### src/csif_pkg.sv
// csif_pkg: constants and types of the cpu status and interrupt flag bank
package csif_pkg;
  // register indices, byte address is four times the index
  localparam logic [7:0] IDX_OPTION = 8'h81;
  localparam logic [7:0] IDX_STATUS = 8'h83;
  localparam logic [7:0] IDX_INTCTL = 8'h8b;
  localparam logic [7:0] IDX_PIE    = 8'h8c;
  localparam logic [7:0] IDX_PIR    = 8'h0c;
  localparam logic [7:0] IDX_EVSTS  = 8'ha0;
  localparam logic [7:0] IDX_EVMSK  = 8'ha1;
  // status bit positions
  localparam int ST_C    = 0;
  localparam int ST_DC   = 1;
  localparam int ST_Z    = 2;
  localparam int ST_PD   = 3;
  localparam int ST_TO   = 4;
  localparam int ST_BANK = 5;
  localparam logic [7:0] STATUS_RST   = 8'h18;
  localparam logic [7:0] STATUS_WMASK = 8'he7;
  localparam logic [7:0] OPT_RST      = 8'h00;
  localparam logic [7:0] OPT_WMASK    = 8'hbf;
  localparam int         OPT_PSA      = 3;
  // interrupt control bit positions
  localparam int IC_GIE  = 7;
  localparam int IC_PEIE = 6;
  localparam int IC_TOIE = 5;
  localparam int IC_TIMER_OVERFLOW_FLAG = 2;
  localparam logic [7:0] INT_WMASK = 8'he4;
  localparam logic [7:0] PIE_MASK  = 8'h9f;
  localparam int         BANK_SPAN = 128;
  // block event bits
  localparam int EV_TMR = 0;
  localparam int EV_PER = 1;
  localparam int EV_WDT = 2;
  localparam int EV_SLP = 3;

  typedef enum logic [8:0] {
    OP_ADD  = 9'h001,
    OP_SUB  = 9'h002,
    OP_AND  = 9'h004,
    OP_IOR  = 9'h008,
    OP_XOR  = 9'h010,
    OP_CLR  = 9'h020,
    OP_RLF  = 9'h040,
    OP_RRF  = 9'h080,
    OP_MOVW = 9'h100
  } csif_op_t;

  typedef struct packed {
    logic       valid;
    csif_op_t   op;
    logic [7:0] opA;
    logic [7:0] opB;
    logic       toStatus;
  } csif_alu_req_t;

  typedef struct packed {
    logic       valid;
    logic [7:0] result;
  } csif_alu_rsp_t;

  typedef struct packed {
    logic [7:0]    status;
    logic [7:0]    option;
    logic [7:0]    intctl;
    logic [7:0]    pie;
    logic [7:0]    pir;
    logic [3:0]    evSts;
    logic [3:0]    evMsk;
    logic [31:0]   prdata;
    logic          pready;
    logic          pslverr;
    csif_alu_rsp_t aluRsp;
    logic [7:0]    physAddr;
    logic          intReq;
    logic          irq;
  } csif_state_t;
endpackage

### src/csif_status_bank.sv
// csif_status_bank: cpu status register and interrupt flag bank on APB
//
// Register access over APB was chosen for this implementation.
`timescale 1ns/1ps
module csif_status_bank (
  input  wire logic                   clk_sys,
  input  wire logic                   rstn,
  input  wire logic                   ce,
  input  wire logic                   psel,
  input  wire logic                   penable,
  input  wire logic [11:0]            paddr,
  input  wire logic                   pwrite,
  input  wire logic [31:0]            pwdata,
  input  wire logic [3:0]             pstrb,
  output wire logic [31:0]            prdata,
  output wire logic                   pready,
  output wire logic                   pslverr,
  input  wire csif_pkg::csif_alu_req_t aluReq,
  output wire csif_pkg::csif_alu_rsp_t aluRsp,
  input  wire logic [6:0]             dirAddr,
  output wire logic [7:0]             physAddr,
  input  wire logic                   clear_watchdog_instr,
  input  wire logic                   sleepCmd,
  input  wire logic                   wdtTimeout,
  input  wire logic                   tmrOverflow,
  input  wire logic [7:0]             periphEvt,
  output wire logic [7:0]             statusOut,
  output wire logic [7:0]             optionOut,
  output wire logic                   bypassPrescale,
  output wire logic                   intReq,
  output wire logic                   irq
);

  csif_pkg::csif_state_t state_reg;
  csif_pkg::csif_state_t state_next;
  logic                  apbAcc;
  logic                  apbDone;
  logic                  wrEn;
  logic                  rdDone;
  logic                  hit;
  logic [7:0]            rdMux;
  logic [8:0]            sum9;
  logic [4:0]            sum5;
  logic [7:0]            aluRes;
  logic                  zNew;
  logic                  cNew;
  logic                  dcNew;
  logic                  updZ;
  logic                  updC;
  logic                  updDc;
  logic [3:0]            evIn;

  function automatic logic csif_sel(input logic [11:0] a,
                                    input logic [7:0]  idx);
    csif_sel = (a == {2'b00, idx, 2'b00});
  endfunction

  assign apbAcc  = psel & penable;
  assign apbDone = apbAcc & state_reg.pready;
  assign wrEn    = apbDone & pwrite & pstrb[0] & ~state_reg.pslverr;
  assign rdDone  = apbDone & ~pwrite;
  assign evIn    = {sleepCmd, wdtTimeout,
                    |(periphEvt & csif_pkg::PIE_MASK), tmrOverflow};

  always_comb begin
    hit   = 1'b1;
    rdMux = 8'h00;
    if (csif_sel(paddr, csif_pkg::IDX_STATUS)) begin
      rdMux = state_reg.status;
    end else if (csif_sel(paddr, csif_pkg::IDX_OPTION)) begin
      rdMux = state_reg.option;
    end else if (csif_sel(paddr, csif_pkg::IDX_INTCTL)) begin
      rdMux = state_reg.intctl;
    end else if (csif_sel(paddr, csif_pkg::IDX_PIE)) begin
      rdMux = state_reg.pie;
    end else if (csif_sel(paddr, csif_pkg::IDX_PIR)) begin
      rdMux = state_reg.pir;
    end else if (csif_sel(paddr, csif_pkg::IDX_EVSTS)) begin
      rdMux = {4'h0, state_reg.evSts};
    end else if (csif_sel(paddr, csif_pkg::IDX_EVMSK)) begin
      rdMux = {4'h0, state_reg.evMsk};
    end else begin
      hit = 1'b0;
    end
  end

  // alu result and flag outcome
  always_comb begin
    sum9   = 9'h000;
    sum5   = 5'h00;
    aluRes = aluReq.opA;
    cNew   = state_reg.status[csif_pkg::ST_C];
    dcNew  = state_reg.status[csif_pkg::ST_DC];
    updZ   = 1'b0;
    updC   = 1'b0;
    updDc  = 1'b0;
    case (aluReq.op)
      csif_pkg::OP_ADD: begin
        sum9   = {1'b0, aluReq.opA} + {1'b0, aluReq.opB};
        sum5   = {1'b0, aluReq.opA[3:0]} + {1'b0, aluReq.opB[3:0]};
        aluRes = sum9[7:0];
        cNew   = sum9[8];
        dcNew  = sum5[4];
        updZ   = 1'b1;
        updC   = 1'b1;
        updDc  = 1'b1;
      end
      csif_pkg::OP_SUB: begin
        // two's complement add, so carry reads as not-borrow
        sum9   = {1'b0, aluReq.opA} + {1'b0, ~aluReq.opB} + 9'h001;
        sum5   = {1'b0, aluReq.opA[3:0]} + {1'b0, ~aluReq.opB[3:0]}
                 + 5'h01;
        aluRes = sum9[7:0];
        cNew   = sum9[8];
        dcNew  = sum5[4];
        updZ   = 1'b1;
        updC   = 1'b1;
        updDc  = 1'b1;
      end
      csif_pkg::OP_AND: begin
        aluRes = aluReq.opA & aluReq.opB;
        updZ   = 1'b1;
      end
      csif_pkg::OP_IOR: begin
        aluRes = aluReq.opA | aluReq.opB;
        updZ   = 1'b1;
      end
      csif_pkg::OP_XOR: begin
        aluRes = aluReq.opA ^ aluReq.opB;
        updZ   = 1'b1;
      end
      csif_pkg::OP_CLR: begin
        aluRes = 8'h00;
        updZ   = 1'b1;
      end
      csif_pkg::OP_RLF: begin
        aluRes = {aluReq.opA[6:0], state_reg.status[csif_pkg::ST_C]};
        cNew   = aluReq.opA[7];
        updC   = 1'b1;
      end
      csif_pkg::OP_RRF: begin
        aluRes = {state_reg.status[csif_pkg::ST_C], aluReq.opA[7:1]};
        cNew   = aluReq.opA[0];
        updC   = 1'b1;
      end
      default: begin
        aluRes = aluReq.opA;
      end
    endcase
    zNew = (aluRes == 8'h00);
  end

  always_comb begin
    state_next         = state_reg;
    state_next.pready  = apbAcc & ~state_reg.pready;
    state_next.pslverr = apbAcc & ~state_reg.pready & ~hit;
    if (apbAcc & ~state_reg.pready) begin
      state_next.prdata = {24'h000000, rdMux};
    end
    // register writes, time-out and power-down masked off
    if (wrEn & csif_sel(paddr, csif_pkg::IDX_STATUS)) begin
      state_next.status = (state_reg.status & ~csif_pkg::STATUS_WMASK)
                        | (pwdata[7:0] & csif_pkg::STATUS_WMASK);
    end
    if (wrEn & csif_sel(paddr, csif_pkg::IDX_OPTION)) begin
      state_next.option = pwdata[7:0] & csif_pkg::OPT_WMASK;
    end
    if (wrEn & csif_sel(paddr, csif_pkg::IDX_INTCTL)) begin
      state_next.intctl = pwdata[7:0] & csif_pkg::INT_WMASK;
    end
    if (wrEn & csif_sel(paddr, csif_pkg::IDX_PIE)) begin
      state_next.pie = pwdata[7:0] & csif_pkg::PIE_MASK;
    end
    if (wrEn & csif_sel(paddr, csif_pkg::IDX_PIR)) begin
      state_next.pir = pwdata[7:0] & csif_pkg::PIE_MASK;
    end
    if (wrEn & csif_sel(paddr, csif_pkg::IDX_EVMSK)) begin
      state_next.evMsk = pwdata[3:0];
    end
    // only bits actually returned are cleared, later events survive
    if (rdDone & csif_sel(paddr, csif_pkg::IDX_EVSTS)) begin
      state_next.evSts = state_reg.evSts & ~state_reg.prdata[3:0];
    end
    state_next.evSts = state_next.evSts | evIn;
    // alu lands after the bus write, so it wins on a collision
    state_next.aluRsp.valid = aluReq.valid;
    if (aluReq.valid) begin
      state_next.aluRsp.result = aluRes;
      if (aluReq.toStatus & ~(updZ | updC | updDc)) begin
        state_next.status = (state_next.status & ~csif_pkg::STATUS_WMASK)
                          | (aluRes & csif_pkg::STATUS_WMASK);
      end else if (aluReq.toStatus) begin
        // data write to Z, DC, C blocked, so untouched flags keep value
        state_next.status[7:5] = aluRes[7:5];
      end
      if (updZ) begin
        state_next.status[csif_pkg::ST_Z] = zNew;
      end
      if (updC) begin
        state_next.status[csif_pkg::ST_C] = cNew;
      end
      if (updDc) begin
        state_next.status[csif_pkg::ST_DC] = dcNew;
      end
    end
    // watchdog time-out overrides a same-cycle sleep or clear
    if (clear_watchdog_instr) begin
      state_next.status[csif_pkg::ST_TO] = 1'b1;
      state_next.status[csif_pkg::ST_PD] = 1'b1;
    end
    if (sleepCmd) begin
      state_next.status[csif_pkg::ST_TO] = 1'b1;
      state_next.status[csif_pkg::ST_PD] = 1'b0;
    end
    if (wdtTimeout) begin
      state_next.status[csif_pkg::ST_TO] = 1'b0;
    end
    // flags set whatever the enables say; set beats a clearing write
    if (tmrOverflow) begin
      state_next.intctl[csif_pkg::IC_TIMER_OVERFLOW_FLAG] = 1'b1;
    end
    state_next.pir = state_next.pir
                   | (periphEvt & csif_pkg::PIE_MASK);
    state_next.intReq = state_reg.intctl[csif_pkg::IC_GIE]
      & ((state_reg.intctl[csif_pkg::IC_TOIE]
          & state_reg.intctl[csif_pkg::IC_TIMER_OVERFLOW_FLAG])
       | (state_reg.intctl[csif_pkg::IC_PEIE]
          & |(state_reg.pie & state_reg.pir)));
    state_next.irq = |(state_reg.evSts & state_reg.evMsk);
    state_next.physAddr = {state_reg.status[csif_pkg::ST_BANK],
                           dirAddr};
  end

  always_ff @(posedge clk_sys or negedge rstn) begin
    if (!rstn) begin
      state_reg        <= '0;
      state_reg.status <= csif_pkg::STATUS_RST;
      state_reg.option <= csif_pkg::OPT_RST;
    end else if (ce) begin
      state_reg <= state_next;
    end
  end

  assign prdata    = state_reg.prdata;
  assign pready    = state_reg.pready;
  assign pslverr   = state_reg.pslverr;
  assign aluRsp    = state_reg.aluRsp;
  assign physAddr  = state_reg.physAddr;
  assign statusOut = state_reg.status;
  assign optionOut = state_reg.option;
  // watchdog owning the prescaler means the timer counts 1:1
  assign bypassPrescale = state_reg.option[csif_pkg::OPT_PSA];
  assign intReq    = state_reg.intReq;
  assign irq       = state_reg.irq;
endmodule

### config.mk
export PLATFORM = sky130hd
export DESIGN_NAME = csif_status_bank
export DESIGN_NICKNAME = d
export VERILOG_FILES = /design/src/csif_pkg.sv /design/src/csif_status_bank.sv
export SDC_FILE = /design/constraint.sdc
export NUM_CORES = 1
export LEC_CHECK = 0
export ABC_AREA = 1
export BUFFER_PORTS_ARGS = -buffer_cell sky130_fd_sc_hd__buf_2
export CORE_ASPECT_RATIO = 0.75
export CORE_MARGIN = 2
export CORE_UTILIZATION = 45
export DETAILED_ROUTE_END_ITERATION = 6
export PLACE_DENSITY_LB_ADDON = 0.12
export SLEW_MARGIN = 30
export SYNTH_ARGS = -nofsm -noshare
export SYNTH_HDL_FRONTEND = slang
export SYNTH_SLANG_ARGS = --single-unit
### constraint.sdc
create_clock -name clk_sys -period 2 [get_ports clk_sys]
set_input_delay 0.2 -clock clk_sys [delete_from_list [all_inputs] [get_ports clk_sys]]
set_output_delay 0.2 -clock clk_sys [all_outputs]
set_load 0.005 [all_outputs]
# Word-level counts from Yosys, hierarchy flattened
# Cells that the tools add are included.
[word_totals]
ramBits = 0
latch_bits = 0
mem_count = 0
elab_cells = 133
romBits = 0
in_bits = 100
output_inout_bits = 70
regBits = 70
[op_classes]
muxes = 35
bitwise_logic = 40
n_div = 0
shifts = 0
n_eq_ne = 17
mul = 0
n_reduce_logical = 17
addsub = 6
n_lt_le_gt_ge = 0
[ops]
columns = ["operator", "n"]
rows = [
  ["equality test 12 x 10 -> 1 bit (second input constant)", 6],
  ["two-way mux 8 bit", 8],
  ["case mux 8 bit (8 select lines)", 1],
  ["bitwise AND 1 bit", 19],
  ["adder 8 x 8 -> 9 bit", 2],
  ["AND reduction 2 bit", 9],
  ["bitwise AND 8 bit", 2],
  ["bitwise OR 5 x 8 -> 8 bit", 2],
  ["bitwise OR 8 bit", 2],
  ["two-way mux 1 bit", 15],
  ["equality test 12 x 6 -> 1 bit (second input constant)", 1],
  ["two-way mux 4 bit", 3],
  ["OR reduction 6 bit", 2],
  ["adder 4 x 4 -> 5 bit", 2],
  ["adder 9 x 1 -> 9 bit (second input constant)", 1],
  ["equality test 9 x 1 -> 1 bit (second input constant)", 1],
  ["equality test 9 x 2 -> 1 bit (second input constant)", 1],
  ["equality test 9 x 3 -> 1 bit (second input constant)", 1],
  ["equality test 9 x 4 -> 1 bit (second input constant)", 1],
  ["equality test 9 x 5 -> 1 bit (second input constant)", 1],
  ["equality test 9 x 6 -> 1 bit (second input constant)", 1],
  ["equality test 9 x 7 -> 1 bit (second input constant)", 1],
  ["equality test 9 x 8 -> 1 bit (second input constant)", 1],
  ["two-way mux 3 bit", 3],
  ["other kinds (19)", 29],
]

# Depth between registers and ports, before layout
[depth]
depth_word = 14
mapped_depth = 19

# Worst setup path before layout
# OpenSTA, ideal clock, no wires.
[synth_path]
kind = "input to register"
startpoint = "input port aluReq[1] (netlist name)"
endpoint = "register state_reg (netlist bit statusOut[2])"
setup_slack_ns = 0.194
required_ns = 1.934
stages = 17
arrival_ns = 1.740
path_buffers = 0
path_cell_list = "ha_1 -> inv_1 -> fa_1 -> inv_1 -> nand3_1 -> nand3_1 -> xor2_1 -> nor2_1 -> nor2_2 -> nand2_1 -> nand2_1 -> nand2_1 -> nor2_1 -> nand2_1 -> nand2_1 -> nand2_1 -> nand2_1"
[synth_via]
elab_chain_len = 8
[synth_rtl]
columns = ["element", "line", "rtl"]
rows = [
  ["from (decl)", "csif_status_bank.sv:18", "input wire csif_pkg::csif_alu_req_t aluReq,"],
  ["inverter 8 bit", "csif_status_bank.sv:110", "sum9 = {1'b0, aluReq.opA} + {1'b0, ~aluReq.opB} + 9'h001;"],
  ["adder 8 x 8 -> 9 bit", "csif_status_bank.sv:110", ""],
  ["adder 9 x 1 -> 9 bit", "csif_status_bank.sv:110", ""],
  ["case mux 8 bit (8 select lines) (*)", "csif_status_bank.sv:97", "case (aluReq.op)"],
  ["bitwise OR 5 x 8 -> 8 bit", "csif_status_bank.sv:191", "| (aluRes & csif_pkg::STATUS_WMASK);"],
  ["two-way mux 5 bit", "csif_status_bank.sv:189", "if (aluReq.toStatus & ~(updZ | updC | updDc)) begin"],
  ["two-way mux 1 bit (*)", "csif_status_bank.sv:196", "if (updZ) begin"],
  ["two-way mux 8 bit (*)", "csif_status_bank.sv:187", "if (aluReq.valid) begin"],
  ["to (signal assigned)", "csif_status_bank.sv:240", "state_reg <= state_next;"],
  ["to (decl)", "csif_status_bank.sv:34", "csif_pkg::csif_state_t state_reg;"],
]
# Mark *: on every way between the ends. The rest lies on a longest branch, timed or not.
# A chain may end at the register's enable or synchronous reset.

# Worst setup path in the final report
[layout_path]
startpoint = "input port aluReq[9] (netlist name)"
endpoint = "register state_reg (netlist bit statusOut[2])"
[layout_via]
elab_chain_len = 7
[layout_rtl]
columns = ["element", "line"]
rows = [
  ["adder 8 x 8 -> 9 bit", "csif_status_bank.sv:110"],
  ["adder 9 x 1 -> 9 bit", "csif_status_bank.sv:110"],
  ["case mux 8 bit (8 select lines) (*)", "csif_status_bank.sv:97"],
  ["bitwise OR 5 x 8 -> 8 bit", "csif_status_bank.sv:191"],
  ["two-way mux 5 bit", "csif_status_bank.sv:189"],
  ["two-way mux 1 bit (*)", "csif_status_bank.sv:196"],
  ["two-way mux 8 bit (*)", "csif_status_bank.sv:187"],
]
# Marks and branches as above.

==> reports/summary.txt <==
vias in the first global route -> 5172
H-tree depth -> 3
CP max FO -> 4
Yosys cell types -> 42
non-filler cells, final -> 1155
CTS sink cnt -> 68
final hold viol count -> 0
WP data arrival -> 2.09 ns
antenna cells -> 0
met1 Use GR -> 0.435
area grow syn2layout -> 21.7%
CTS max path bufs -> 2
number of synthesized flops with an enable pin -> 0
Inserted Clock Buffers -> 9
flops & latches, synth -> 68
Placed Area -> 6520 um2
clock transition at the registers of the reported paths -> 0.05 ns
port bufs -> 115
HP Class -> input pin to flip-flop
via count -> 5822
largest net degree at the start of global routing -> 69
io pins -> 170
Setup-failing EPs final -> 0
GR peak layer -> met1
routed length per instance -> 15.0 um
first-pass GRT wire length -> 27.5 mm
fin crit period -> 1.82 ns
fin area -> 6870 um2
Worst slew margin -> 0.631
Least-Margin Pin Slew -> 0.553 ns
Syn Area/Cell -> 6.74 um2
CP Launch Type -> input pin
met2 Usage GRT -> 0.336
Worst R2R Setup Slack -> 0.21 ns
RSZ-0062 raised after global routing -> false
Post-Route Utilization -> 0.560
FMAX -> 0.550 GHz
worst vdd ir -> 0.547 mV
Mapped Area -> 5640 um2
die area -> 13500 um2
DIE HEIGHT -> 101 um
worst skew pair latency -> 0.34 ns
Worst Setup SP -> aluReq[9]
Final period util -> 0.909
Die Wd -> 133 um
max reg flops -> 24
clock root buffer master -> clkbuf_16
Syn. warnings -> 0
drt pass-1 iters -> 7
predominant post-synthesis flop cell -> dfrtp_1
fraction of layout cells with a size suffix above 1 -> 0.249
Crit Path Class -> input pin to flip-flop
routed vias/inst -> 5.04
Core Footprint -> 12300 um2
total grt overflow -> 0
initial antenna violation count -> 1
Starting Density -> 0.460
post-synthesis sequential area ratio -> 0.302
R2R Path End -> statusOut[2]
worst path required time -> 2.28 ns
layout filler cell count -> 1222
max-slew violation count -> 0
drt drc -> 0
hold_sp -> dirAddr[3]
RR Startpoint -> pready
power per cell area -> 583 nW/um2
Worst Setup End Kind -> flip-flop
Mapped Cells -> 837
GR Util met3 -> 0.0734
antenna-violating nets left -> 0
setup TNS -> 0 ns
asr flop ratio synth -> 1.00
placed insts -> 1135
routability cong. -> 0.999
Nets -> 1111
skew final -> 0.0112 ns
num rows -> 35
drt initial violations -> 643
Setup crit end -> statusOut[2]
status -> finished clean
WL final -> 17.3 mm
GRT Util Overall -> 0.265
DPL Wire Length -> 13.7 mm
Max-Cap Viols -> 0
r2r worst-path depth -> 12
CTS tree -> built
P_leak -> 3.76 nW
==> worst max-delay path, stage by stage <==
cell	delay, ns
buf_2	0.14
ha_1	0.17
inv_1	0.05
fa_1	0.40
inv_1	0.10
nand4_1	0.16
nand3_1	0.12
nand2_1	0.07
nand3_1	0.07
nand2_1	0.07
o21bai_2	0.13
nand2_1	0.07
nor2_1	0.13
nand2_1	0.06
nand2_1	0.05
nand2_1	0.04
nand2_1	0.04
==> worst min-delay path by stage <==
stage | end | cells past startpoint
2_1_floorplan | aluRsp[0] | 0
5_1_grt | physAddr[1] | 3
4_1_cts | physAddr[1] | 3
3_3_place_gp | pready | 2
3_5_place_dp | pready | 2
6_report | physAddr[3] | 3
==> synth_stat cells (3+ instances only) <==
master,n,area [um2]
xor2_1,3,26.3
buf_4,67,503
nand3_1,78,390
dfrtp_1,66,1650
nand2_2,4,25.0
inv_1,104,390
nor2_2,10,62.6
o221ai_1,4,35.0
ha_1,25,313
clkbuf_1,4,15.0
a221oi_1,4,35.0
o21ai_0,57,285
nor2_4,6,67.6
nor3_1,8,40.0
o211ai_1,11,82.6
nor3_2,4,40.0
nand4_1,13,81.3
nor2_1,65,244
a21oi_1,24,120
nand2_1,247,927
buf_2,5,25.0
==> repair_timing <==
action / 4_1_cts / 5_1_grt
hold buffers: 1 / 0
endpoints found under the setup margin: 0 / 21
endpoints found under the hold margin: 66 / 0
buffers inserted: 0 / 3
gates resized for setup: 0 / 5
==> layer usage <==
metal,part of all wire,vias to the layer above
met3,0.11,21
met5,0.00075,-
li1,-,2894
met1,0.52,2632
met4,0.0090,2
met2,0.37,273
==> logic make-up (layout without fill, tap and decap cells) <==
| group | count (synthesis) | after routing | synth area share |
|---|---|---|---|
| simple gates | 442 | 442 | 0.347 |
| buf+inv | 186 | 314 | 0.171 |
| compound gates | 110 | 110 | 0.113 |
| flops | 68 | 68 | 0.302 |
| fa+ha+maj | 27 | 27 | 0.0625 |
| xor+xnor | 3 | 3 | 0.00466 |
| other cells | 1 | 25 | 0.000665 |
==> final cells by class <==
class | instances | area, um2 | share of cell area
clock buffer | 13 | 260 | 0.0379
sequential | 68 | 1700 | 0.248
multi-input combinational | 607 | 3080 | 0.448
inverter | 108 | 407 | 0.0592
clock inverter | 3 | 45.0 | 0.00656
tap | 166 | 208 | 0.0302
timing repair buffer | 190 | 1170 | 0.170
==> placed cells by master, fill, tap and decap left out, types with 13 or more instances in the layout <==
cell / instances
conb_1: 25
buf_4: 72
nand2_1: 244
nand3_1: 78
buf_2: 115
inv_1: 104
nand4_1: 13
o21ai_0: 57
nor2_1: 64
dfrtp_1: 66
a21oi_1: 23
ha_1: 25
==> report_power, final <==
| group | total, mW | internal (mW) | switching (mW) | leakage (nW) |
|---|---|---|---|---|
| logic | 0.839 | 0.356 | 0.483 | 2.78 |
| clock network | 1.64 | 1.03 | 0.601 | 0.142 |
| registers | 1.53 | 1.46 | 0.0677 | 0.838 |
| total | 4.00 | 2.85 | 1.15 | 3.76 |
==> stage by stage <==
| step | setup WS [ns] | hold WS [ns] | power, mW |
|---|---|---|---|
| final | 0.182 | 0.0560 | 4.00 |
| after floorplan | 0.194 | -0.0956 | 2.06 |
| after global placement | -0.0962 | 0.249 | 2.37 |
| after CTS | 0.0936 | 0.0557 | 4.00 |
| after global routing | 0.0209 | 0.0702 | 4.21 |
| after detailed placement | -0.0862 | 0.245 | 2.37 |
Power figures use the tool's default switching activity.
